`src/bl_cfg_pkg.sv`:
```
// Package: register map, field layout and codes for the sync-lock and input-filter config block
`default_nettype none
package bl_cfg_pkg;
  // Register word indexes; the bus byte address is four times the index
  localparam logic [7:0] OFF_DIV_HIGH  = 8'ha6;
  localparam logic [7:0] OFF_DIV_LOW   = 8'ha7;
  localparam logic [7:0] OFF_CTRL      = 8'ha8;
  localparam logic [7:0] OFF_STATUS    = 8'ha9;
  // Field positions in the low register
  localparam int DIV_LOW_MSB   = 7;
  localparam int DIV_LOW_LSB   = 3;
  localparam int FRES_BIT      = 2;
  localparam int HYST_MSB      = 1;
  // Field positions in the control register
  localparam int SYNC_EN_BIT   = 0;
  localparam int RES_LSB       = 1;
  // Reset values
  localparam logic [7:0] DIV_HIGH_RST = 8'h00;
  localparam logic [7:0] DIV_LOW_RST  = 8'h00;
  localparam logic [2:0] CTRL_RST     = 3'h0;
  // Period factor N per resolution code (5, 10, 20, 40 MHz)
  localparam logic [7:0] N_5MHZ  = 8'h1a;
  localparam logic [7:0] N_10MHZ = 8'h32;
  localparam logic [7:0] N_20MHZ = 8'h62;
  localparam logic [7:0] N_40MHZ = 8'hc4;
  // PLL frequency per resolution code, in MHz
  localparam logic [5:0] F_5MHZ  = 6'h05;
  localparam logic [5:0] F_10MHZ = 6'h0a;
  localparam logic [5:0] F_20MHZ = 6'h14;
  localparam logic [5:0] F_40MHZ = 6'h28;

  typedef enum logic [1:0] {HYST_OFF, HYST_11B, HYST_10B, HYST_8B} hyst_mode_t;

  typedef struct packed {
    logic        sync_en;
    logic [12:0] div_count;
    logic [7:0]  n_factor;
    logic [5:0]  pll_mhz;
    logic        use_resistor;
  } pll_cfg_t;
endpackage : bl_cfg_pkg
`default_nettype wire

```
`src/bl_cfg_regs.sv`:
```
// Config register bank: PLL divider count, rate select and PWM input hysteresis
//
// Summary of operation
// - Divider high eight bits in first register
// - Divider low five bits in bits 7:3
// - Divider count used only when sync enabled
// - Bit 2 picks resistor or stored rate code
// - Hysteresis code selects filter resolution
// - Small input duty changes are ignored
// - Resolution code picks 5/10/20/40 MHz PLL
//
// The APB slave port was chosen for this implementation.
`timescale 1ns/1ps
`default_nettype none
module bl_cfg_regs #(
  parameter int DUTY_W = 13
) (
  input  wire logic                   mclk,
  input  wire logic                   nrst,
  input  wire logic                   psel,
  input  wire logic                   penable,
  input  wire logic                   pwrite,
  input  wire logic [9:0]             paddr,
  input  wire logic [31:0]            pwdata,
  output logic                        pready,
  output logic                        pslverr,
  output logic [31:0]                 prdata,
  input  wire logic [DUTY_W-1:0]      duty_in,
  output logic [DUTY_W-1:0]           duty_out,
  output var bl_cfg_pkg::pll_cfg_t    pll_cfg
);
  // Narrower inputs cannot hold one step at 11-bit resolution
  if (DUTY_W < 11) begin : g_width_check
    $error("DUTY_W must be at least 11");
  end

  // ************************************************************
  // Register bank
  // ************************************************************
  logic [7:0] div_high_r, div_high_nxt;
  logic [7:0] div_low_r,  div_low_nxt;
  logic [2:0] ctrl_r,     ctrl_nxt;
  logic [31:0] prdata_r, prdata_nxt;
  logic        err_r,    err_nxt;
  logic        access;
  logic        hit;
  // Unaligned addresses map to index zero, where no register lives
  logic [7:0]  idx;
  assign idx = (paddr[1:0] == 2'b00) ? paddr[9:2] : 8'h00;

  assign access  = psel & penable;
  assign pready  = 1'b1;
  assign prdata  = prdata_r;
  assign pslverr = err_r & access;

  always_comb begin
    div_high_nxt = div_high_r;
    div_low_nxt  = div_low_r;
    ctrl_nxt     = ctrl_r;
    prdata_nxt   = 32'h0000_0000;
    hit          = 1'b1;
    if (idx == bl_cfg_pkg::OFF_DIV_HIGH) begin
      prdata_nxt = {24'h00_0000, div_high_r};
    end else if (idx == bl_cfg_pkg::OFF_DIV_LOW) begin
      prdata_nxt = {24'h00_0000, div_low_r};
    end else if (idx == bl_cfg_pkg::OFF_CTRL) begin
      prdata_nxt = {29'h0, ctrl_r};
    end else if (idx == bl_cfg_pkg::OFF_STATUS) begin
      prdata_nxt = {19'h0, pll_cfg.div_count};
    end else begin
      hit = 1'b0;
    end
    err_nxt = psel & ~penable & ~hit;
    if (psel & ~penable & ~pwrite) begin
      prdata_nxt = hit ? prdata_nxt : 32'h0000_0000;
    end else begin
      prdata_nxt = prdata_r;
    end
    if (access & pwrite) begin
      if (idx == bl_cfg_pkg::OFF_DIV_HIGH) begin
        div_high_nxt = pwdata[7:0];
      end else if (idx == bl_cfg_pkg::OFF_DIV_LOW) begin
        div_low_nxt = pwdata[7:0];
      end else if (idx == bl_cfg_pkg::OFF_CTRL) begin
        ctrl_nxt = pwdata[2:0];
      end
    end
  end

  always_ff @(posedge mclk) begin
    if (!nrst) begin
      div_high_r <= bl_cfg_pkg::DIV_HIGH_RST;
      div_low_r  <= bl_cfg_pkg::DIV_LOW_RST;
      ctrl_r     <= bl_cfg_pkg::CTRL_RST;
      prdata_r   <= 32'h0000_0000;
      err_r      <= 1'b0;
    end else begin
      div_high_r <= div_high_nxt;
      div_low_r  <= div_low_nxt;
      ctrl_r     <= ctrl_nxt;
      prdata_r   <= prdata_nxt;
      err_r      <= err_nxt;
    end
  end

  // ************************************************************
  // PLL configuration decode
  // ************************************************************
  logic [1:0] res_code;
  logic       sync_en;
  assign res_code = ctrl_r[bl_cfg_pkg::RES_LSB +: 2];
  assign sync_en  = ctrl_r[bl_cfg_pkg::SYNC_EN_BIT];

  always_comb begin
    pll_cfg.sync_en = sync_en;
    // low five bits concatenated below high byte
    // count forced to zero while free running
    pll_cfg.div_count = sync_en ?
      {div_high_r, div_low_r[bl_cfg_pkg::DIV_LOW_MSB:bl_cfg_pkg::DIV_LOW_LSB]} : 13'h0;
    pll_cfg.use_resistor = div_low_r[bl_cfg_pkg::FRES_BIT];
    case (res_code)
      2'd0: begin
        pll_cfg.pll_mhz  = bl_cfg_pkg::F_5MHZ;
        pll_cfg.n_factor = bl_cfg_pkg::N_5MHZ;
      end
      2'd1: begin
        pll_cfg.pll_mhz  = bl_cfg_pkg::F_10MHZ;
        pll_cfg.n_factor = bl_cfg_pkg::N_10MHZ;
      end
      2'd2: begin
        pll_cfg.pll_mhz  = bl_cfg_pkg::F_20MHZ;
        pll_cfg.n_factor = bl_cfg_pkg::N_20MHZ;
      end
      default: begin
        pll_cfg.pll_mhz  = bl_cfg_pkg::F_40MHZ;
        pll_cfg.n_factor = bl_cfg_pkg::N_40MHZ;
      end
    endcase
  end

  // ************************************************************
  // PWM input hysteresis filter
  // ************************************************************
  bl_cfg_pkg::hyst_mode_t hyst_mode;
  logic [DUTY_W-1:0] duty_r, duty_nxt;
  logic [DUTY_W-1:0] step;
  logic [DUTY_W-1:0] diff;

  assign hyst_mode = bl_cfg_pkg::hyst_mode_t'(div_low_r[bl_cfg_pkg::HYST_MSB:0]);
  assign duty_out  = duty_r;

  always_comb begin
    // one LSB at the chosen resolution
    case (hyst_mode)
      bl_cfg_pkg::HYST_11B: step = DUTY_W'(1) << (DUTY_W - 11);
      bl_cfg_pkg::HYST_10B: step = DUTY_W'(1) << (DUTY_W - 10);
      bl_cfg_pkg::HYST_8B:  step = DUTY_W'(1) << (DUTY_W - 8);
      default:              step = '0;
    endcase
    diff = (duty_in > duty_r) ? duty_in - duty_r : duty_r - duty_in;
    // changes up to one step are ignored
    if (hyst_mode == bl_cfg_pkg::HYST_OFF || diff > step) begin
      duty_nxt = duty_in;
    end else begin
      duty_nxt = duty_r;
    end
  end

  always_ff @(posedge mclk) begin
    if (!nrst) begin
      duty_r <= '0;
    end else begin
      duty_r <= duty_nxt;
    end
  end

  // ************************************************************
  // Checks
  // ************************************************************
  chk_div_high_write: assert property (@(posedge mclk) disable iff (!nrst)
    access && pwrite && idx == bl_cfg_pkg::OFF_DIV_HIGH && ctrl_r[0]
    ##1 ctrl_r[0] |-> pll_cfg.div_count[12:5] == $past(pwdata[7:0]))
    else $error("High divider byte not applied");
  chk_div_low_join: assert property (@(posedge mclk) disable iff (!nrst)
    sync_en |-> pll_cfg.div_count[4:0] == div_low_r[7:3])
    else $error("Low divider bits misplaced");
  chk_free_run: assert property (@(posedge mclk) disable iff (!nrst)
    !sync_en |-> pll_cfg.div_count == 13'h0)
    else $error("Divider count used while free running");
  chk_rate_select: assert property (@(posedge mclk) disable iff (!nrst)
    nrst && access && pwrite && idx == bl_cfg_pkg::OFF_DIV_LOW |=> pll_cfg.use_resistor == $past(pwdata[2]))
    else $error("Rate select bit not applied");
  chk_hyst_off: assert property (@(posedge mclk) disable iff (!nrst)
    nrst && div_low_r[1:0] == 2'b00 |=> duty_out == $past(duty_in))
    else $error("Filter active while off");
  chk_hyst_hold: assert property (@(posedge mclk) disable iff (!nrst)
    nrst && div_low_r[1:0] == 2'b11 && diff <= step |=> $stable(duty_out))
    else $error("Small change passed the filter");
  chk_pll_freq: assert property (@(posedge mclk) disable iff (!nrst)
    res_code == 2'd3 |-> pll_cfg.pll_mhz == 6'h28 && pll_cfg.n_factor == 8'hc4)
    else $error("Wrong PLL frequency for resolution");
  chk_period_factor: assert property (@(posedge mclk) disable iff (!nrst)
    pll_cfg.n_factor == ((res_code == 2'd0) ? bl_cfg_pkg::N_5MHZ :
                         (res_code == 2'd1) ? bl_cfg_pkg::N_10MHZ :
                         (res_code == 2'd2) ? bl_cfg_pkg::N_20MHZ : bl_cfg_pkg::N_40MHZ))
    else $error("Wrong period factor for resolution");
  chk_read_back: assert property (@(posedge mclk) disable iff (!nrst)
    psel && !penable && !pwrite && idx == bl_cfg_pkg::OFF_DIV_LOW |=> prdata == {24'h00_0000, div_low_r})
    else $error("Read data wrong");
  chk_unmapped_err: assert property (@(posedge mclk) disable iff (!nrst)
    psel && !penable && !hit |=> !(psel && penable) || pslverr)
    else $error("Unmapped access not flagged");
  chk_err_gated: assert property (@(posedge mclk) disable iff (!nrst)
    !access |-> !pslverr)
    else $error("Error flag outside access phase");
  chk_status_ro: assert property (@(posedge mclk) disable iff (!nrst)
    nrst && access && pwrite && idx == bl_cfg_pkg::OFF_STATUS
    |=> $stable(div_high_r) && $stable(div_low_r) && $stable(ctrl_r))
    else $error("Status write changed a register");
endmodule : bl_cfg_regs
`default_nettype wire

```
`config.mk`:
```
export PLATFORM = sky130hd
export DESIGN_NAME = bl_cfg_regs
export DESIGN_NICKNAME = d
export VERILOG_FILES = /design/src/bl_cfg_pkg.sv /design/src/bl_cfg_regs.sv
export SDC_FILE = /design/constraint.sdc
export NUM_CORES = 1
export LEC_CHECK = 0
export BUFFER_PORTS_ARGS = -buffer_cell sky130_fd_sc_hd__clkbuf_2
export CAP_MARGIN = 20
export CORE_UTILIZATION = 45
export CTS_CLUSTER_DIAMETER = 30
export DETAILED_ROUTE_END_ITERATION = 8
export HOLD_SLACK_MARGIN = 0.05
export PLACE_DENSITY = 0.84
export SYNTH_ARGS = -nofsm -noshare
export SYNTH_HDL_FRONTEND = slang
export SYNTH_SLANG_ARGS = --single-unit
```
`constraint.sdc`:
```
create_clock -name mclk -period 10.2 [get_ports mclk]
set_input_delay 1.02 -clock mclk [delete_from_list [all_inputs] [get_ports mclk]]
set_output_delay 1.02 -clock mclk [all_outputs]
set_load 0.005 [all_outputs]
```
== Yosys cells after proc, flatten, opt, wreduce, memory -nomap -nowiden ==
Cells that the tools add are included.

* Flip-flop bits (word level): 65
* Bits of input ports: 60
* Logic and storage cells: 51

* Add/subtract/negate cells: 2
* Order comparisons: 2
* Equality and inequality tests: 9
* Muxes and demuxes: 14
* Bitwise gates (word level): 11
* Reductions and logical operators: 7

{| class="wikitable"
|+ Operators by type and width
! operator !! count
|-
| 13-bit two-way mux || 6
|-
| 14-bit case mux with 3 select lines || 1
|-
| 8-bit equality test, second input constant || 4
|-
| 32-bit two-way mux || 1
|-
| 13-bit greater-than comparator || 2
|-
| 13-bit subtractor || 2
|-
| 6-bit case mux with 3 select lines || 1
|-
| 8-bit two-way mux || 1
|-
| 1-bit bitwise AND || 6
|-
| 2-bit equality test, second input constant || 3
|-
| 2-bit logical NOT || 3
|-
| 1-bit inverter || 5
|-
| 2-bit by 1-bit equality test with 1-bit output, second input constant || 2
|-
| 1-bit two-way mux || 4
|-
| 4-bit AND reduction || 1
|-
| 3-bit AND reduction || 1
|-
| 2-bit AND reduction || 1
|-
| 1-bit logical OR || 1
|}

== Logic depth before layout (Yosys ltp) ==
* Depth in word-level cells: 9
* Depth in mapped cells: 19
* Mapped depth without buffers: 17

== Worst setup path after synthesis ==
OpenSTA, ideal clock, no wires.

* Kind: input-to-reg
* Start point: input duty_in[10]
* End point: register duty_r[10] (netlist: duty_out[10])
* Setup time: 0.072 ns
* Arrival time: 4.281 ns
* Data required time: 10.128 ns
* Setup slack: 5.847 ns
* Stages: 18
* Path buffers: 2
* Path through: inv_1 ha_1 buf_6 a21o_1 a211oi_2 o211ai_2 o21ai_4 mux2i_1 xnor2_1 ha_1 a21o_1 a21oi_1 a21oi_1 a211oi_1 nand2_1 a221oi_4 buf_8 mux2i_1

* Cells in the longest elaborated chain, start to end: 4
* Elaborated cells between the ends (all ways): 6
* Those cells by class: add/sub: 2; order compare: 2; mux: 1; reduce/logical: 1

{| class="wikitable"
|+ RTL lines
! element !! RTL line !! RTL
|-
| start, declared || bl_cfg_regs.sv:28 || <nowiki>input wire logic [DUTY_W-1:0] duty_in,</nowiki>
|-
| 13-bit subtractor or 13-bit greater-than comparator (tied branches) || bl_cfg_regs.sv:160 || <nowiki>diff = (duty_in > duty_r) ? duty_in - duty_r : duty_r - duty_in;</nowiki>
|-
| 13-bit two-way mux || bl_cfg_regs.sv:160 ||
|-
| 13-bit greater-than comparator || bl_cfg_regs.sv:162 || <nowiki>if (hyst_mode == bl_cfg_pkg::HYST_OFF || diff > step) begin</nowiki>
|-
| 1-bit logical OR || bl_cfg_regs.sv:162 ||
|-
| end signal, assigned || bl_cfg_regs.sv:173 || <nowiki>duty_r <= duty_nxt;</nowiki>
|-
| end, declared || bl_cfg_regs.sv:145 || <nowiki>logic [DUTY_W-1:0] duty_r, duty_nxt;</nowiki>
|}

Parallel ways exist; a longest one is shown, timed or not.
A chain may end at the register's enable or synchronous reset.

== Worst setup path after layout ==
* Start point: input duty_in[7]
* End point: register duty_r[6] (netlist: duty_out[6])

* Cells in the longest elaborated chain, start to end: 4
* Elaborated cells between the ends (all ways): 6
* Those cells by class: add/sub: 2; order compare: 2; mux: 1; reduce/logical: 1

{| class="wikitable"
|+ RTL lines
! element !! RTL line
|-
| 13-bit subtractor or 13-bit greater-than comparator (tied branches) || bl_cfg_regs.sv:160
|-
| 13-bit two-way mux * || bl_cfg_regs.sv:160
|-
| 13-bit greater-than comparator * || bl_cfg_regs.sv:162
|-
| 1-bit logical OR * || bl_cfg_regs.sv:162
|}

Mark *: on every way between the ends. The rest lies on a longest branch, timed or not.

==> out/summary.md <==
### Final layout
* 10.03% — layout overhead on the synthesized area
* 2633 um^2 — multi-input logic area
* 664 — post-route insts no fill
* 0 — number of diodes added for antenna fixing
* 90 x sky130_fd_sc_hd__clkbuf_2, 62 x sky130_fd_sc_hd__nand2_1, 46 x sky130_fd_sc_hd__dfxtp_1 — most frequent cells in the layout
* 801 — count of fill cells added during filler insertion
* 0.2075 — layout cell share with drive strength beyond 1
* 920.9 um^2 — Storage cell area
* sky130_fd_sc_hd__clkbuf_2 — most common library cell in the layout ignoring fill and taps
* 652 — Net count, final

### Synth
* 8.092 um^2 — mean instance size in the synthesized netlist
* sky130_fd_sc_hd__dfxtp_1 — top flip-flop cell by instance count after synthesis
* 3981 um^2 — post-synthesis instance area
* 0 — Synth warnings
* sky130_fd_sc_hd__dfxtp_1 — area leader, netlist
* 0.2313 — Seq/Total Area, Yosys
* 0.2313 — top-area cell type share of the netlist area
* 0 — Synth async-reset ratio
* 492 — Post-Synthesis Cells
* 0 — number of enable-type register cells in the synthesized netlist
* 66 — distinct cell type count of the synthesized netlist
* sky130_fd_sc_hd__dfxtp_1 23%, sky130_fd_sc_hd__ha_1 10%, sky130_fd_sc_hd__mux2i_1 6.8% — main area contributors after synthesis
* 46 — flop and latch count out of synthesis

### Min path
* flop to flop — min-delay worst type
* duty_out[12] — startpoint of the most critical hold path
* 2 — number of cells on the worst hold path

### STA
* 0 — final number of max-transition violations
* 0 ns — setup tns final
* 0.1958 GHz — maximum clock rate
* 0 — count of endpoints failing setup in the final report
* 0.5006 — crit share post-route
* 1.007 ns — slew at the pin closest to its max-slew limit
* 5.106 ns — final worst path period need
* false — setup repair after global routing missed its margin
* 0.01063 ns — Final Skew
* 0.3284 — worst relative slew slack
* 0 — number of endpoints with negative hold slack in the final report

### Route
* 5 — detailed-routing iteration count for the pre-antenna-repair pass
* 15.17 um — routed len/inst
* 0 — residual DRC count
* 680 um — Met3 Wirelength
* 10,080 um — final wirelength
* 5.575 — Vias per Instance
* 0 — antenna violation net count after detailed routing
* 3,702 — number of vias in the routed layout
* met4 — highest routed metal layer
* 4072 um — detailed-route wire length on metal 1
* 224 — DRT iter0 DRCs
* 5081 um — wire length on met2

### Floorplan
* 8382 um^2 — core region area
* 96.06 um — chip width
* 33 — Rows
* 9228 um^2 — DIE AREA
* 136 — count of boundary I/O pins
* 0.4750 — starting utilization of the core area
* 96.06 um — die span in y

### Flow run
* 0 — number of max-cap violations

### Power and ir drop
* 1.979 nW — Leak
* 107.0 nW/um^2 — P per Cell Area
* 0.00005522 V — largest voltage drop on the vdd net

### CTS
* 0 — number of buffers inserted by post-CTS setup repair
* sky130_fd_sc_hd__clkbuf_8 — CTS root buffer
* 0.31 ns — clock latency at the later pin of the worst-skew pair
* 2 — number of buffers on the longest clock path
* built — clock tree from TritonCTS
* 0.10 ns — clock transition at the registers of the reported paths
* 2 — H-tree levels
* 5 — Inserted Clock Buffers
* 0 — Hold-fix buffers, CTS
* 46 — TritonCTS sink count
* 0 — number of gates resized after CTS

### GRT
* 0.2220 — aggregate global-route resource usage
* 3,387 — vias in the first global route
* 0 — initial antenna violation count
* 60 — maximum number of pins on one net before global-route repair
* 16,000 um — global-route wire length before repair
* 0 — global route total overflow

### Placed design
* 0.8985 — placer's final routability congestion estimate
* 7710 um — HPWL Detailed
* 656 — total instance count after detailed placement
* 90 — Port Buf Inserts

### Worst setup path
* 5.34 ns — Critical Path AT
* duty_in[7] — crit path from
* 15 — cell depth of the worst flop-to-flop path
* duty_out[7] — Worst R2R Start
* 10.43 ns — required time reported for the critical path endpoint
* input pin — crit start category
* 16 — maximum fanout along the worst path
* input pin to flop — Setup Crit Path Kind
* flop — element type at the critical path end

### Outcome
* finished, final reports clean — status

layer usage:
metal / track usage / vias to the layer above
met4: 0.08458 / 0
met1: 0.2677 / 1710
met3: 0.03476 / 25
li1: - / 1792
met5: 0 / -
met2: 0.3930 / 175
worst max-delay path, stage by stage:
cell                       delay [ns]
sky130_fd_sc_hd__clkbuf_2        0.12
sky130_fd_sc_hd__inv_1           0.05
sky130_fd_sc_hd__ha_1            0.62
sky130_fd_sc_hd__nand4_1         0.15
sky130_fd_sc_hd__nor4_1          0.43
sky130_fd_sc_hd__a211oi_1        0.15
sky130_fd_sc_hd__o21ai_4         0.20
sky130_fd_sc_hd__mux2i_1         0.26
sky130_fd_sc_hd__xnor2_1         0.17
sky130_fd_sc_hd__ha_1            0.27
sky130_fd_sc_hd__a21o_1          0.16
sky130_fd_sc_hd__a21oi_1         0.19
sky130_fd_sc_hd__a21oi_1         0.06
sky130_fd_sc_hd__a211oi_1        0.22
sky130_fd_sc_hd__nand2_1         0.12
sky130_fd_sc_hd__a221oi_4        0.85
sky130_fd_sc_hd__mux2i_1         0.27
logic make-up (layout without fill, tap and decap cells):
logic type | after synthesis | after routing | share of synthesized area
adders and majority gates | 34 | 34 | 0.1106
xor gates and xnor gates | 13 | 13 | 0.02860
DFF | 46 | 46 | 0.2313
other | 2 | 21 | 0.001886
and+or+nand+nor | 175 | 175 | 0.2250
AOI/OAI and AO/OA | 111 | 111 | 0.2093
muxes | 27 | 27 | 0.06788
buffers and inverters | 84 | 132 | 0.1254
metrics by stage:
step	hold WS, ns	total power [mW]	area (um^2)	setup WS (ns)	util
after floorplan	0.4623	0.2995	4053	5.847	-
after global placement	0.4649	0.3184	4263	4.894	0.5086
after global routing	0.5326	0.4920	4380	4.795	0.5226
final	0.5011	0.4686	4380	5.094	0.5226
after detailed placement	0.4836	0.3234	4263	4.765	0.5086
after CTS	0.5018	0.4684	4380	5.080	0.5226
final cells by class:
| class | instances | area share |
|---|---|---|
| clock inverter | 3 | 0.01114 |
| timing repair buffer | 90 | 0.1028 |
| clock buffer | 5 | 0.01571 |
| multi-input combinational | 381 | 0.6010 |
| tap | 105 | 0.02999 |
| sequential | 46 | 0.2102 |
| inverter | 34 | 0.02913 |
final timing paths:
path	to	slack [ns]
max	duty_out[6]	5.09
min	duty_out[12]	0.50
max reg2reg	duty_out[6]	5.61
min reg2reg	duty_out[12]	0.50
state kept, by name (all words and copies together), names as in the netlist:
signal / cells
ctrl_r: 3
div_high_r: 8
div_low_r: 8
duty_out: 13
err_r: 1
prdata: 13
synthesized netlist by cell type (2+ instances only):
cell                       number
sky130_fd_sc_hd__xnor2_1        5
sky130_fd_sc_hd__dfxtp_1       46
sky130_fd_sc_hd__a211oi_1      10
sky130_fd_sc_hd__conb_1         2
sky130_fd_sc_hd__and3_1         3
sky130_fd_sc_hd__nand2b_1       4
sky130_fd_sc_hd__nor2_1        27
sky130_fd_sc_hd__nor4_1         2
sky130_fd_sc_hd__nand3_1        7
sky130_fd_sc_hd__buf_6          4
sky130_fd_sc_hd__nand4_1        5
sky130_fd_sc_hd__a22o_1         5
sky130_fd_sc_hd__a221oi_1       7
sky130_fd_sc_hd__clkbuf_1      12
sky130_fd_sc_hd__and2_1        17
sky130_fd_sc_hd__nor2b_1       25
sky130_fd_sc_hd__nor3_1         3
sky130_fd_sc_hd__nand2_1       62
sky130_fd_sc_hd__fa_1           2
sky130_fd_sc_hd__ha_1          32
sky130_fd_sc_hd__a21boi_0       8
sky130_fd_sc_hd__xor2_1         8
sky130_fd_sc_hd__a21oi_1       29
sky130_fd_sc_hd__o21bai_1       5
sky130_fd_sc_hd__nor3b_1        8
sky130_fd_sc_hd__mux2i_1       27
sky130_fd_sc_hd__clkbuf_8       3
sky130_fd_sc_hd__inv_1         34
sky130_fd_sc_hd__o211ai_1       4
sky130_fd_sc_hd__o21ai_0        8
sky130_fd_sc_hd__buf_4         28
sky130_fd_sc_hd__a22oi_1        8
sky130_fd_sc_hd__a21o_1         7
sky130_fd_sc_hd__or2_2          3
power breakdown:
part           internal [mW]  switching (mW)
registers              0.184         0.00392
logic                 0.0543          0.0800
clock network         0.0748          0.0717
Note: power is estimated with default switching activity, not from simulation.
